**config.mk**
```make
export PLATFORM = sky130hd
export DESIGN_NAME = gpio_falling_irq
export DESIGN_NICKNAME = d
export VERILOG_FILES = /design/src/logic/falling_irq_pkg.sv /design/src/logic/sync2.sv /design/src/logic/falling_edge_bank.sv /design/src/logic/gpio_falling_irq.sv
export SDC_FILE = /design/constraint.sdc
export NUM_CORES = 1
export LEC_CHECK = 0
export BUFFER_PORTS_ARGS = -buffer_cell sky130_fd_sc_hd__buf_2
export CAP_MARGIN = 30
export CORE_AREA = 2 2 206 360
export CTS_CLUSTER_DIAMETER = 100
export DETAILED_ROUTE_END_ITERATION = 7
export DIE_AREA = 0 0 208 362
export GPL_TIMING_DRIVEN = 1
export PLACE_DENSITY_LB_ADDON = 0.1
export SLEW_MARGIN = 20
export SYNTH_ARGS = -nofsm -noshare
export SYNTH_HDL_FRONTEND = slang
export SYNTH_SLANG_ARGS = --single-unit
```
**constraint.sdc**
```tcl
create_clock -name CORE_CLK -period 62.8 [get_ports CORE_CLK]
set_clock_uncertainty 0.2 [all_clocks]
set_input_delay 6.28 -clock CORE_CLK [delete_from_list [all_inputs] [get_ports CORE_CLK]]
set_output_delay 6.28 -clock CORE_CLK [all_outputs]
set_load 0.02 [all_outputs]
```
**src/logic/falling_irq_pkg.sv**
```systemverilog
// Shared constants and types for the falling-edge interrupt enable block
package falling_irq_pkg;

  // Geometry: each register pair covers an even and an odd 16-pin bank
  localparam int          NUM_PAIRS   = 3;
  localparam int          PAIR_W      = 32;
  localparam int          BANK_W      = 16;
  localparam int          ADDR_W      = 8;
  localparam int          DATA_W      = 32;

  // Byte offsets on the register bus
  localparam logic [7:0]  ARM_OFS     = 8'h00;
  localparam logic [7:0]  DISARM_OFS  = 8'h04;
  localparam logic [7:0]  PAIR_STRIDE = 8'h08;
  localparam logic [7:0]  STAT_OFS    = 8'h18;
  localparam logic [7:0]  MASK_OFS    = 8'h24;
  localparam logic [7:0]  WORD_STRIDE = 8'h04;

  // Reset values
  localparam logic [31:0] ENABLE_RST  = 32'h00000000;
  localparam logic [31:0] PENDING_RST = 32'h00000000;
  localparam logic [31:0] MASK_RST    = 32'h00000000;

  // Bus responses
  localparam logic [1:0]  RESP_OKAY   = 2'h0;
  localparam logic [1:0]  RESP_SLVERR = 2'h2;

  // Write and read channel sequencers
  typedef enum logic [1:0] {
    WR_COLLECT = 2'b01,
    WR_RESPOND = 2'b10
  } wr_state_t;

  typedef enum logic [1:0] {
    RD_IDLE = 2'b01,
    RD_DATA = 2'b10
  } rd_state_t;

endpackage

```
**src/logic/sync2.sv**
```systemverilog
// Two-stage synchroniser for a vector of asynchronous pin levels
`timescale 1ns/1ps
`default_nettype none
module sync2 #(
  parameter int W = 32
) (
  input  wire logic         clk,      // Core clock
  input  wire logic         rst,      // Asynchronous reset, high
  input  wire logic         ce,       // Clock enable
  input  wire logic [W-1:0] async_in, // Raw pin levels
  output logic      [W-1:0] sync_out  // Levels safe to use
);

  logic [W-1:0] meta_q;

  // Only the second stage is read outside; the first may be metastable
  always_ff @(posedge clk or posedge rst) begin
    if (rst) begin
      meta_q   <= '0;
      sync_out <= '0;
    end else if (ce) begin
      meta_q   <= async_in;
      sync_out <= meta_q;
    end
  end

endmodule
`default_nettype wire

```
**src/logic/falling_edge_bank.sv**
```systemverilog
// Per-pin falling-edge enable, edge detector and pending flag for one pair
`timescale 1ns/1ps
`default_nettype none
module falling_edge_bank #(
  parameter int W = 32
) (
  input  wire logic         clk,        // Core clock
  input  wire logic         rst,        // Asynchronous reset, high
  input  wire logic         ce,         // Clock enable
  input  wire logic [W-1:0] pin_level,  // Synchronised pin levels
  input  wire logic [W-1:0] arm_bits,   // Ones written to the arm register
  input  wire logic [W-1:0] disarm_bits,// Ones written to the disarm register
  input  wire logic [W-1:0] clear_bits, // Ones written to the status register
  output logic      [W-1:0] enable_q,   // Shared enable flag per pin
  output logic      [W-1:0] pending_q   // Sticky pending event per pin
);

  logic [W-1:0] prev_q;
  logic [W-1:0] fall_event;

  // Reset of prev to zero means no falling edge can be seen at release
  assign fall_event = prev_q & ~pin_level & enable_q;

  // Previous level for edge detection
  always_ff @(posedge clk or posedge rst) begin
    if (rst) begin
      prev_q <= '0;
    end else if (ce) begin
      prev_q <= pin_level;
    end
  end

  // One flag, two writers; a zero written to either leaves it alone
  always_ff @(posedge clk or posedge rst) begin
    if (rst) begin
      enable_q <= W'(falling_irq_pkg::ENABLE_RST);
    end else if (ce) begin
      enable_q <= (enable_q | arm_bits) & ~disarm_bits;
    end
  end

  // A new event in the clearing cycle wins over the clear
  always_ff @(posedge clk or posedge rst) begin
    if (rst) begin
      pending_q <= W'(falling_irq_pkg::PENDING_RST);
    end else if (ce) begin
      pending_q <= (pending_q & ~clear_bits) | fall_event;
    end
  end

endmodule
`default_nettype wire

```
**src/logic/gpio_falling_irq.sv**
```systemverilog
// Falling-edge interrupt enable block with AXI4-Lite registers
//
// Summary of operation
// Each pin keeps a falling-edge enable flag
// Arm-register zeros leave enables; ones arm
// Arm-register reads return the live enable flags
// Low half even bank, high half odd
// Pair zero bit k is pin k
// Pair one arm bit k is pin 32+k
// Disarm-register ones disarm the pin's flag
// Pair one disarm bit k is pin 32+k
// Arm and disarm registers reset to zero
// Armed edge sets status; write one clears
// One shared flag; disarm beats arm
//
// The AXI4-Lite interface to the registers and the placing of the registers were decided locally.
`timescale 1ns/1ps
`default_nettype none
module gpio_falling_irq #(
  parameter int NUM_PAIRS = falling_irq_pkg::NUM_PAIRS
) (
  input  wire logic        CORE_CLK,  // Core clock, 50 MHz
  input  wire logic        RST,       // Asynchronous reset, high
  input  wire logic        CE,        // Clock enable, freezes all state
  input  wire logic [NUM_PAIRS*32-1:0] PIN_IN, // Pin levels, asynchronous
  input  wire logic [7:0]  AWADDR,    // Write address
  input  wire logic        AWVALID,   // Write address valid
  output logic             AWREADY,   // Write address ready
  input  wire logic [31:0] WDATA,     // Write data
  input  wire logic [3:0]  WSTRB,     // Write byte strobes
  input  wire logic        WVALID,    // Write data valid
  output logic             WREADY,    // Write data ready
  output logic [1:0]       BRESP,     // Write response
  output logic             BVALID,    // Write response valid
  input  wire logic        BREADY,    // Write response ready
  input  wire logic [7:0]  ARADDR,    // Read address
  input  wire logic        ARVALID,   // Read address valid
  output logic             ARREADY,   // Read address ready
  output logic [31:0]      RDATA,     // Read data
  output logic [1:0]       RRESP,     // Read response
  output logic             RVALID,    // Read data valid
  input  wire logic        RREADY,    // Read data ready
  output logic             IRQ        // Level interrupt, high
);

  localparam int PW   = falling_irq_pkg::PAIR_W;
  localparam int PINS = NUM_PAIRS * PW;

  // Register addresses for pair or word index p
  function automatic logic [7:0] arm_addr(input int p);
    return 8'(int'(falling_irq_pkg::ARM_OFS)
              + p * int'(falling_irq_pkg::PAIR_STRIDE));
  endfunction

  function automatic logic [7:0] disarm_addr(input int p);
    return 8'(int'(falling_irq_pkg::DISARM_OFS)
              + p * int'(falling_irq_pkg::PAIR_STRIDE));
  endfunction

  function automatic logic [7:0] stat_addr(input int p);
    return 8'(int'(falling_irq_pkg::STAT_OFS)
              + p * int'(falling_irq_pkg::WORD_STRIDE));
  endfunction

  function automatic logic [7:0] mask_addr(input int p);
    return 8'(int'(falling_irq_pkg::MASK_OFS)
              + p * int'(falling_irq_pkg::WORD_STRIDE));
  endfunction

  // One sequencer per direction, so a read never waits on a write
  falling_irq_pkg::wr_state_t wr_state_q;
  falling_irq_pkg::rd_state_t rd_state_q;

  logic            aw_held_q;
  logic            w_held_q;
  logic [7:0]      wr_addr_q;
  logic [31:0]     wr_data_q;
  logic [3:0]      wr_strb_q;
  logic [1:0]      bresp_q;
  logic [31:0]     rdata_q;
  logic [1:0]      rresp_q;
  logic            irq_q;

  logic            wr_fire;
  logic            wr_hit;
  logic [31:0]     wr_lanes;
  logic [31:0]     wr_bits;
  logic [31:0]     rd_word;
  logic            rd_hit;
  logic [PINS-1:0] pin_sync;

  logic [PW-1:0]   enable_w  [NUM_PAIRS];
  logic [PW-1:0]   pending_w [NUM_PAIRS];
  logic [PW-1:0]   mask_q    [NUM_PAIRS];

  // Pins come from outside the clock domain
  sync2 #(
    .W (PINS)
  ) u_pin_sync (
    .clk      (CORE_CLK),
    .rst      (RST),
    .ce       (CE),
    .async_in (PIN_IN),
    .sync_out (pin_sync)
  );

  // Handshake outputs; nothing is taken while the clock enable is low
  // Readies drop with CE so no beat is lost while state is frozen
  assign AWREADY = CE && !aw_held_q
                   && (wr_state_q == falling_irq_pkg::WR_COLLECT);
  assign WREADY  = CE && !w_held_q
                   && (wr_state_q == falling_irq_pkg::WR_COLLECT);
  assign BVALID  = (wr_state_q == falling_irq_pkg::WR_RESPOND);
  assign BRESP   = bresp_q;
  assign ARREADY = CE && (rd_state_q == falling_irq_pkg::RD_IDLE);
  assign RVALID  = (rd_state_q == falling_irq_pkg::RD_DATA);
  assign RDATA   = rdata_q;
  assign RRESP   = rresp_q;
  assign IRQ     = irq_q;

  // Write acts once both address and data are held
  assign wr_fire = CE && aw_held_q && w_held_q
                   && (wr_state_q == falling_irq_pkg::WR_COLLECT);

  // Lanes without a strobe carry zeros, so they neither arm nor clear
  // The mask too keeps its old byte there, by masking lanes as a plain register would
  assign wr_lanes = {{8{wr_strb_q[3]}}, {8{wr_strb_q[2]}},
                     {8{wr_strb_q[1]}}, {8{wr_strb_q[0]}}};
  assign wr_bits  = wr_data_q & wr_lanes;

  // Address and data may arrive in either order
  always_ff @(posedge CORE_CLK or posedge RST) begin
    if (RST) begin
      aw_held_q <= 1'b0;
      wr_addr_q <= 8'h00;
    end else if (CE) begin
      if (AWVALID && AWREADY) begin
        aw_held_q <= 1'b1;
        wr_addr_q <= AWADDR;
      end else if (wr_fire) begin
        aw_held_q <= 1'b0;
      end
    end
  end

  // Write data holding register
  always_ff @(posedge CORE_CLK or posedge RST) begin
    if (RST) begin
      w_held_q  <= 1'b0;
      wr_data_q <= 32'h00000000;
      wr_strb_q <= 4'h0;
    end else if (CE) begin
      if (WVALID && WREADY) begin
        w_held_q  <= 1'b1;
        wr_data_q <= WDATA;
        wr_strb_q <= WSTRB;
      end else if (wr_fire) begin
        w_held_q <= 1'b0;
      end
    end
  end

  // Write address decode; unmapped words answer with an error
  // The decode uses the held address, so it is stable while it fires
  always_comb begin
    wr_hit = 1'b0;
    for (int p = 0; p < NUM_PAIRS; p++) begin
      if (wr_addr_q == arm_addr(p) || wr_addr_q == disarm_addr(p)
          || wr_addr_q == stat_addr(p) || wr_addr_q == mask_addr(p)) begin
        wr_hit = 1'b1;
      end
    end
  end

  // Write response sequencer
  always_ff @(posedge CORE_CLK or posedge RST) begin
    if (RST) begin
      wr_state_q <= falling_irq_pkg::WR_COLLECT;
      bresp_q    <= falling_irq_pkg::RESP_OKAY;
    end else if (CE) begin
      case (wr_state_q)
        falling_irq_pkg::WR_COLLECT: begin
          if (wr_fire) begin
            wr_state_q <= falling_irq_pkg::WR_RESPOND;
            bresp_q    <= wr_hit ? falling_irq_pkg::RESP_OKAY
                                 : falling_irq_pkg::RESP_SLVERR;
          end
        end
        falling_irq_pkg::WR_RESPOND: begin
          if (BREADY) begin
            wr_state_q <= falling_irq_pkg::WR_COLLECT;
          end
        end
        default: begin
          wr_state_q <= falling_irq_pkg::WR_COLLECT;
        end
      endcase
    end
  end

  // One bank per register pair; pin index is pair*32 + bit
  // Status and mask share the pair index, so one loop serves all
  for (genvar p = 0; p < NUM_PAIRS; p++) begin : g_pair
    logic [PW-1:0] arm_bits;
    logic [PW-1:0] disarm_bits;
    logic [PW-1:0] clear_bits;

    assign arm_bits    = (wr_fire && wr_addr_q == arm_addr(p))
                         ? wr_bits : '0;
    assign disarm_bits = (wr_fire && wr_addr_q == disarm_addr(p))
                         ? wr_bits : '0;
    assign clear_bits  = (wr_fire && wr_addr_q == stat_addr(p))
                         ? wr_bits : '0;

    // Bits 15-0 even bank, 31-16 the odd bank above it
    falling_edge_bank #(
      .W (PW)
    ) u_bank (
      .clk         (CORE_CLK),
      .rst         (RST),
      .ce          (CE),
      .pin_level   (pin_sync[p*PW +: PW]),
      .arm_bits    (arm_bits),
      .disarm_bits (disarm_bits),
      .clear_bits  (clear_bits),
      .enable_q    (enable_w[p]),
      .pending_q   (pending_w[p])
    );

    // Mask honours byte strobes as a plain read-write register
    always_ff @(posedge CORE_CLK or posedge RST) begin
      if (RST) begin
        mask_q[p] <= falling_irq_pkg::MASK_RST;
      end else if (CE && wr_fire && wr_addr_q == mask_addr(p)) begin
        mask_q[p] <= (mask_q[p] & ~wr_lanes) | wr_bits;
      end
    end
  end

  // Read decode straight from the address channel
  // Decoding before the address is taken costs a wide mux on the
  // input path but saves a cycle of read latency
  always_comb begin
    rd_word = 32'h00000000;
    rd_hit  = 1'b0;
    for (int p = 0; p < NUM_PAIRS; p++) begin
      // Both enable registers show the shared live flags
      if (ARADDR == arm_addr(p) || ARADDR == disarm_addr(p)) begin
        rd_word = enable_w[p];
        rd_hit  = 1'b1;
      end
      if (ARADDR == stat_addr(p)) begin
        rd_word = pending_w[p];
        rd_hit  = 1'b1;
      end
      if (ARADDR == mask_addr(p)) begin
        rd_word = mask_q[p];
        rd_hit  = 1'b1;
      end
    end
  end

  // Read sequencer; data held until the master takes it
  always_ff @(posedge CORE_CLK or posedge RST) begin
    if (RST) begin
      rd_state_q <= falling_irq_pkg::RD_IDLE;
      rdata_q    <= 32'h00000000;
      rresp_q    <= falling_irq_pkg::RESP_OKAY;
    end else if (CE) begin
      case (rd_state_q)
        falling_irq_pkg::RD_IDLE: begin
          if (ARVALID) begin
            rd_state_q <= falling_irq_pkg::RD_DATA;
            rdata_q    <= rd_word;
            rresp_q    <= rd_hit ? falling_irq_pkg::RESP_OKAY
                                 : falling_irq_pkg::RESP_SLVERR;
          end
        end
        falling_irq_pkg::RD_DATA: begin
          if (RREADY) begin
            rd_state_q <= falling_irq_pkg::RD_IDLE;
          end
        end
        default: begin
          rd_state_q <= falling_irq_pkg::RD_IDLE;
        end
      endcase
    end
  end

  // Registered interrupt: one cycle late, but glitch-free at the pin
  // A masked pending bit stays readable in status but off the pin
  always_ff @(posedge CORE_CLK or posedge RST) begin
    if (RST) begin
      irq_q <= 1'b0;
    end else if (CE) begin
      irq_q <= 1'b0;
      for (int p = 0; p < NUM_PAIRS; p++) begin
        if (|(pending_w[p] & mask_q[p])) begin
          irq_q <= 1'b1;
        end
      end
    end
  end

endmodule
`default_nettype wire

```
==> results of run 1 <==
routing by layer:
layer	part of all wire, %	vias to the layer above	GRT usage (%)
met4	6.1	2	15.9
li1	-	9225	-
met2	46	838	43.2
met1	43	10985	38.5
met5	0.012	-	0
met3	5.2	207	3.42
Yosys cell counts, types with 5 or more instances:
library cell / number / area, um^2
a211o_1: 6 / 52.6
a211oi_1: 17 / 128
a21oi_1: 235 / 1180
a221o_1: 6 / 60.1
a221oi_1: 22 / 193
a222oi_1: 9 / 90.1
a22o_1: 17 / 149
a22oi_1: 54 / 405
a2bb2oi_1: 8 / 70.1
a31oi_1: 8 / 50.1
a32o_1: 8 / 80.1
and2_1: 12 / 75.1
and3_1: 38 / 238
buf_1: 10 / 37.5
buf_2: 24 / 120
buf_4: 7 / 52.6
clkbuf_1: 106 / 398
dfrtp_1: 659 / 16500
inv_1: 24 / 90.1
mux2_2: 428 / 4820
mux2i_1: 7 / 70.1
nand2_1: 174 / 653
nand3_1: 28 / 140
nand3b_1: 9 / 67.6
nand4_1: 12 / 75.1
nand4b_1: 98 / 858
nor2_1: 63 / 236
nor2b_1: 11 / 68.8
nor3_1: 9 / 45.0
nor4_1: 5 / 31.3
o2111ai_1: 9 / 78.8
o211ai_1: 17 / 128
o21ai_0: 155 / 776
o221ai_1: 6 / 52.6
o22ai_1: 20 / 125
o2bb2ai_1: 15 / 131
through the flow:
stage                     instances  total power [uW]  area, um^2
after floorplan                2379               642       28800
after global placement         3395               729       30700
after detailed placement       3403               735       30800
after CTS                      3526              1170       33200
after global routing           3529              1210       33300
final                          3529              1160       33300
worst register-to-register path: stages (launching register included):
cell and delay, ns:
dfrtp_1 0.41, or4b_1 0.59, nor3_1 0.38, nand3_2 0.77, o21ai_0 0.58, nand2_1 0.10
placed cells by master (no fill, tap or decap), types with 54 or more instances in the layout:
| master | n |
|---|---|
| a21oi_1 | 235 |
| a22oi_1 | 54 |
| buf_2 | 195 |
| clkbuf_16 | 69 |
| dfrtp_1 | 659 |
| mux2_2 | 428 |
| nand2_1 | 173 |
| nand4b_1 | 98 |
| nor2_1 | 59 |
| o21ai_0 | 155 |
path summary, 6_finish.rpt:
kind	slack, ns	to	cells after the start
setup reg to reg	59.65	g_pair[0].u_bank.pending_q[10]	5
hold / removal	0.30	wr_state_q[0]	2
hold reg to reg	0.30	wr_state_q[0]	2
setup / recovery	49.03	WREADY	4
max in group asynchronous	54.28	u_pin_sync.sync_out[62]	6
min in group asynchronous	5.54	u_pin_sync.meta_q[43]	2
power by group through the flow:
| stage | Sequential (uW) | Combinational [uW] | Clock, uW |
|---|---|---|---|
| after floorplan | 538 | 104 | 0 |
| after global placement | 578 | 152 | 0 |
| after detailed placement | 579 | 156 | 0 |
| after CTS | 571 | 157 | 441 |
| after global routing | 580 | 171 | 457 |
| final | 574 | 156 | 430 |
final cells by class:
| cell class | instances | area (um^2) |
|---|---|---|
| clock buffer | 95 | 1950 |
| clock inverter | 28 | 387 |
| fill | 6708 | 39200 |
| inverter | 24 | 97.6 |
| multi-input combinational | 1547 | 11600 |
| sequential | 661 | 16500 |
| tap | 931 | 1160 |
| timing repair buffer | 243 | 1510 |
kinds of logic after synthesis:
logic type	Yosys count
AO/OA/AOI/OAI	627
flip-flops	661
other	1
buffers and inverters	171
AND/OR/NAND/NOR	483
multiplexers	435
==> key figures, run 1 <==
Yosys
  – Cell area after synthesis: 28800 um^2
  – Xor and xnor fraction of the mapped netlist area: 0%
  – Yosys reg bits: 661
  – Synth cell types: 63
  – EDFF count, synth: 0
  – YS warnings: 0
  – Post-synthesis adder-cell area fraction: 0%
  – Synth Area in Simple Gates: 9.53%
  – Mean Syn Cell Area: 12.1 um^2
  – Post-synth ARST share: 100%
  – Mux cell area share after synthesis: 17.0%
  – Cell count after synthesis: 2378
  – Compound-Gate Fraction of Synth Area: 13.5%
  – Main flop type after synthesis: dfrtp_1
  – Largest family of logic cells by synthesized area: multiplexers
  – Sequential cell area fraction in the yosys report: 57.5%

Final layout
  – Final core utilization: 45.9%
  – Antenna cells: 0
  – Layout cells sized above 1: 31.1%
  – Nets@finish: 2700
  – Synth-to-Final Area Change: 15.6%

STA
  – Actual slew at the worst max-slew pin: 1.06 ns
  – Max Freq: 72.6 MHz
  – Setup TNS: 0 ns
  – Worst setup margin: 49.03 ns
  – Pins Over Slew Limit: 0
  – Tmin final: 13.77 ns
  – Fin crit share: 21.9%
  – Hold slack: 0.301 ns
  – Relative slew slack: 29.6%
  – Final hold viol count: 0
  – # setup viols final: 0
  – RSZ-0062 raised after global routing: false

Clocking
  – CTS clk-pin slew, worst paths: 0.06 ns
  – CTS tree: done
  – Post-CTS Setup Inserts: 0
  – TritonCTS Sinks: 661
  – Num CTS Buffers: 67
  – Hold Buf Count CTS: 0
  – Clock Latency Late Sink: 0.63 ns
  – Post-CTS Resized: 0
  – H-Tree Depth: 3
  – Root Buffer: clkbuf_16
  – Maximum clock path buffer count: 3

Pwr
  – Cell leakage power: 0.0150 uW
  – Switching power: 353 uW
  – Switching part of the total: 30.4%
  – Sequential Power Share: 49.5%
  – Cell Pwr Density: 34.9 nW/um^2
  – Logic pwr share: 13.5%
  – Clk pwr share: 37.1%
  – Maximum vdd ir drop: 0.0201 mV
  – Cell-internal power: 807 uW

Min path
  – Hold WC Path Type: register to register
  – Hold wc startpoint: wr_state_q[0]

Global routing
  – First-pass GRT wire length: 155 mm
  – Largest net degree at the start of global routing: 168
  – GRT Overall Usage: 28.1%
  – Grt total ovfl: 0
  – Number of global-route vias before repair: 21215
  – Initial antenna violation count: 2

Worst setup path
  – Crit Path Max Fanout: 56
  – Worst R2R Start: wr_addr_q[5]
  – Crit Path Class: input pin to primary output
  – Setup crit end kind: primary output
  – Setup crit start kind: input pin
  – Buf/Inv on CP: 2
  – Largest delay share family, worst path: buffers and inverters
  – CP Launch Point: CE
  – Max stage delay on crit path: 0.31 ns
  – Critical-path top delay cell: buf_8
  – WP data arrival: 7.29 ns
  – Crit path required time: 56.32 ns
  – Sequence of cells on the critical path: buf_8, nand3b_1, nor2_1, buf_2

Job
  – Max_cap viols: 0

Drt
  – Via/cell ratio: 6.02
  – Vias: 21257
  – DR iter-0 viols: 1959
  – Routed Antenna Nets: 0
  – DRT Wirelength: 106 mm
  – DR WL/cell: 30.0 um
  – Router iterations before antenna repair: 5
  – DRC viols: 0

Place
  – Port Buffers: 195
  – Placer Congestion: 0.965
  – DP Worst Slack: 49.03 ns
  – Dpl hpwl: 77.6 mm

Floorplanning
  – Site Rows: 131
  – Die width: 208 um
  – Io pins: 198
  – Die area: 75300 um^2
  – Chip height: 362 um
  – Core area: 72400 um^2
  – Initial Utilization: 39.7%

Outcome
  – Status: complete, no violations
(Power assumes the default switching activity.)
==> inputs of run 2 (changes only) <==
--- a/config.mk
+++ b/config.mk
@@ -5,12 +5,13 @@
 export SDC_FILE = /design/constraint.sdc
 export NUM_CORES = 1
 export LEC_CHECK = 0
+export ABC_AREA = 1
 export BUFFER_PORTS_ARGS = -buffer_cell sky130_fd_sc_hd__buf_2
 export CAP_MARGIN = 30
-export CORE_AREA = 2 2 206 360
+export CORE_AREA = 2 2 207 362
 export CTS_CLUSTER_DIAMETER = 100
 export DETAILED_ROUTE_END_ITERATION = 7
-export DIE_AREA = 0 0 208 362
+export DIE_AREA = 0 0 209 364
 export GPL_TIMING_DRIVEN = 1
 export PLACE_DENSITY_LB_ADDON = 0.1
 export SLEW_MARGIN = 20
==> constraint.sdc (replaced) <==
create_clock -name CORE_CLK -period 13 [get_ports CORE_CLK]
set_clock_uncertainty 0.2 [all_clocks]
set_input_delay 1.3 -clock CORE_CLK [delete_from_list [all_inputs] [get_ports CORE_CLK]]
set_output_delay 1.3 -clock CORE_CLK [all_outputs]
set_load 0.02 [all_outputs]
==> run 2 against run 1 <==
- clock power grew to 4.3 times the previous value
- global-route usage is 2.1 points lower
- highest routed layer is now met4
- combinational power grew to 5.3 times the previous value
- critical endpoint is now g_pair[1].u_bank.pending_q[18]
- utilization decreased by 0.92 points
- first-iteration DRC count increased by 1.6%
- via count grew 15%
==> key figures, run 2 <==
Worst setup path
  – Setup crit end kind: register (was primary output)
  – Crit Path Class: input pin to register (was input pin to primary output)
  – WP data arrival: 4.46 ns (was 7.29 ns)
  – Buf/Inv on CP: 5 (was 2)
  – Largest delay share family, worst path: buffers and inverters (unchanged)
  – Max stage delay on crit path: 0.64 ns (was 0.31 ns)
  – Critical Path Stages: 10 (was 4)
  – Critical-path top delay cell: buf_4 (was buf_8)
  – Setup crit start kind: input pin (unchanged)
  – Critical Path Most Common Cell: nand2_2
  – Crit path required time: 13.25 ns (was 56.32 ns)
  – FF-to-FF path depth: 9 (was 5)
  – Crit Path Max Fanout: 81 (was 56)
  – Sequence of cells on the critical path: buf_8, inv_8, nor3_2, nand2_2, clkinv_2, buf_4, nand2_2, buf_16, o21ai_0, o41ai_1 (was buf_8, nand3b_1, nor2_1, buf_2)

Min path
  – Hold-critical path depth: 2 (unchanged)
  – Hold WC Path Type: register to register (unchanged)

Global routing
  – Initial antenna violation count: 1 (was 2)
  – GRT Overall Usage: 26.0% (was 28.1%)
  – Number of global-route vias before repair: 24415 (was 21215)
  – Largest net degree at the start of global routing: 167 (was 168)
  – Grt total ovfl: 0 (unchanged)
  – First-pass GRT wire length: 150 mm (was 155 mm)

Floorplanning
  – Initial Utilization: 39.5% (was 39.7%)
  – Die area: 76100 um^2 (was 75300 um^2)
  – Site Rows: 132 (was 131)
  – Die width: 209 um (was 208 um)
  – Io pins: 198 (unchanged)
  – Chip height: 364 um (was 362 um)
  – Core area: 73500 um^2 (was 72400 um^2)

Pwr
  – Logic pwr share: 16.1% (was 13.5%)
  – Maximum vdd ir drop: 0.0749 mV (was 0.0201 mV)
  – Clk pwr share: 35.9% (was 37.1%)
  – Switching part of the total: 31.4% (was 30.4%)
  – Cell Pwr Density: 156 nW/um^2 (was 34.9 nW/um^2)
  – Power, Total: 5160 uW (was 1160 uW)
  – Cell-internal power: 3540 uW (was 807 uW)
  – Sequential Power Share: 48.0% (was 49.5%)
  – Cell leakage power: 0.0163 uW (was 0.0150 uW)
  – Switching power: 1620 uW (was 353 uW)

Outcome
  – Status: complete, no violations (unchanged)

Drt
  – DRT Wirelength: 97.9 mm (was 106 mm)
  – Via/cell ratio: 5.35 (was 6.02)
  – DR iter-0 viols: 1991 (was 1959)
  – DR WL/cell: 21.5 um (was 30.0 um)
  – Router iterations before antenna repair: 7 (was 5)
  – Routed Antenna Nets: 0 (unchanged)
  – DRC viols: 0 (unchanged)
  – Vias: 24349 (was 21257)

STA
  – RSZ-0062 raised after global routing: false (unchanged)
  – Relative slew slack: 31.0% (was 29.6%)
  – Max Freq: 238 MHz
  – # setup viols final: 0 (unchanged)
  – Setup TNS: 0 ns (unchanged)
  – Tmin final: 4.21 ns
  – Fin crit share: 32.3%
  – Pins Over Slew Limit: 0 (unchanged)
  – Actual slew at the worst max-slew pin: 1.03 ns (was 1.06 ns)
  – Final hold viol count: 0 (unchanged)

Yosys
  – Synth area leader: dfrtp_1 (unchanged)
  – Sequential cell area fraction in the yosys report: 57.0% (was 57.5%)
  – YS warnings: 0 (unchanged)
  – Cell count after synthesis: 3439 (was 2378)
  – Largest cells by area after synthesis: dfrtp_1 (57%), nand2_1 (14%), o21ai_0 (6.6%), inv_1 (4.9%), nor2_1 (3.0%) (was dfrtp_1 (57%), mux2_2 (17%), a21oi_1 (4.1%), nand4b_1 (3.0%), o21ai_0 (2.7%))
  – Cell area after synthesis: 29000 um^2 (was 28800 um^2)
  – Top cell type's share of synthesized area: 56.8% (was 57.4%)
  – Mean Syn Cell Area: 8.44 um^2 (was 12.1 um^2)
  – Commonest cells in the netlist: nand2_1 (1084), dfrtp_1 (659), o21ai_0 (384) (was dfrtp_1 (659), mux2_2 (428), a21oi_1 (235))
  – Synth cell types: 41 (was 63)
  – Post-synth ARST share: 100% (unchanged)
  – Main flop type after synthesis: dfrtp_1 (unchanged)
  – Yosys reg bits: 661 (unchanged)
  – Most frequent cell after synthesis: nand2_1 (was dfrtp_1)
  – EDFF count, synth: 0 (unchanged)

Clocking
  – TritonCTS Sinks: 661 (unchanged)
  – Post-CTS Resized: 0 (unchanged)
  – Num CTS Buffers: 66 (was 67)
  – CTS clk-pin slew, worst paths: 0.06 ns (about the same)
  – Maximum clock path buffer count: 3 (unchanged)
  – H-Tree Depth: 3 (unchanged)
  – CTS tree: done (unchanged)
  – Post-CTS Setup Inserts: 0 (unchanged)
  – Hold Buf Count CTS: 0 (unchanged)
  – Root Buffer: clkbuf_16 (unchanged)
  – Clock Latency Late Sink: 0.62 ns (was 0.63 ns)

Final layout
  – Most common cell after layout, fill and taps aside: nand2_1 (was dfrtp_1)
  – Synth-to-Final Area Change: 13.8% (was 15.6%)
  – Nets@finish: 3728 (was 2700)
  – Most frequent cells in the layout: nand2_1 (1078), dfrtp_1 (659), o21ai_0 (384) (was dfrtp_1 (659), mux2_2 (428), a21oi_1 (235))
  – Final core utilization: 45.0% (was 45.9%)
  – Layout cells sized above 1: 10.6% (was 31.1%)
  – Antenna cells: 0 (unchanged)

Place
  – Port Buffers: 195 (unchanged)
  – Dpl hpwl: 64.7 mm (was 77.6 mm)
  – Placer Congestion: 0.843 (was 0.965)

Job
  – Max_cap viols: 0 (unchanged)
-- run 2: kinds of logic after synthesis --
kind of cell / after synthesis / synth area share, %
simple gates: 1503 / 20.8
compound gates: 709 / 14.4
flops: 661 / 57.0
buf+inv: 557 / 7.56
mux: 8 / 0.310
other cells: 1 / 0.0129
-- run 2: power groups by stage --
stage	registers [uW]	logic (uW)	clock network (uW)
after detailed placement	2510	832	0
final	2480	831	1850
after global placement	2500	812	0
after floorplan	2430	530	0
after CTS	2470	835	1900
after global routing	2500	929	1990
-- run 2: cell type report --
| cell class | instances | area (um^2) |
|---|---|---|
| Timing Repair Buffer | 235 | 1480 |
| Clock buffer | 99 | 1950 |
| Inverter | 386 | 1460 |
| Tap cell | 938 | 1170 |
| Clock inverter | 14 | 87.6 |
| Fill cell | 7349 | 40400 |
| Multi-Input combinational cell | 2222 | 10400 |
| Sequential cell | 661 | 16500 |
-- run 2: worst reg2reg max path: cells and delay by family, from the launching register on --
family	cells	cell delay [ns]
AOI/OAI and AO/OA	2	0.32
DFF	1	0.54
buffers and inverters	4	1.29
and+or+nand+nor	3	0.89
-- run 2: metal layers --
layer / vias up / global-route usage [%] / part of all wire, %
li1: 11339 / - / -
met1: 11923 / 32.0 / 40
met2: 844 / 44.7 / 49
met3: 243 / 3.42 / 5.4
met4: 0 / 13.7 / 5.5
met5: - / 0 / 0
-- run 2: worst paths after layout --
path	endpoint	start	slack (ns)
min in group asynchronous	RDATA[15]	RST	0.64
max	g_pair[1].u_bank.pending_q[18]	CE	8.79
min	u_pin_sync.meta_q[17]	u_pin_sync.meta_q[17]	0.27
max reg2reg	g_pair[1].u_bank.pending_q[18]	wr_state_q[0]	9.61
min reg2reg	u_pin_sync.meta_q[17]	u_pin_sync.meta_q[17]	0.27
max in group asynchronous	u_pin_sync.meta_q[39]	RST	9.38
-- run 2: stage by stage --
step	cells	hold WS, ns	setup slack [ns]	area [um^2]
after floorplan	3440	0.242	2.47	29000
after global placement	4432	0.254	8.15	30800
after detailed placement	4438	0.259	8.21	30900
after CTS	4551	0.274	8.87	33000
after global routing	4555	0.294	8.70	33100
final	4555	0.268	8.79	33100
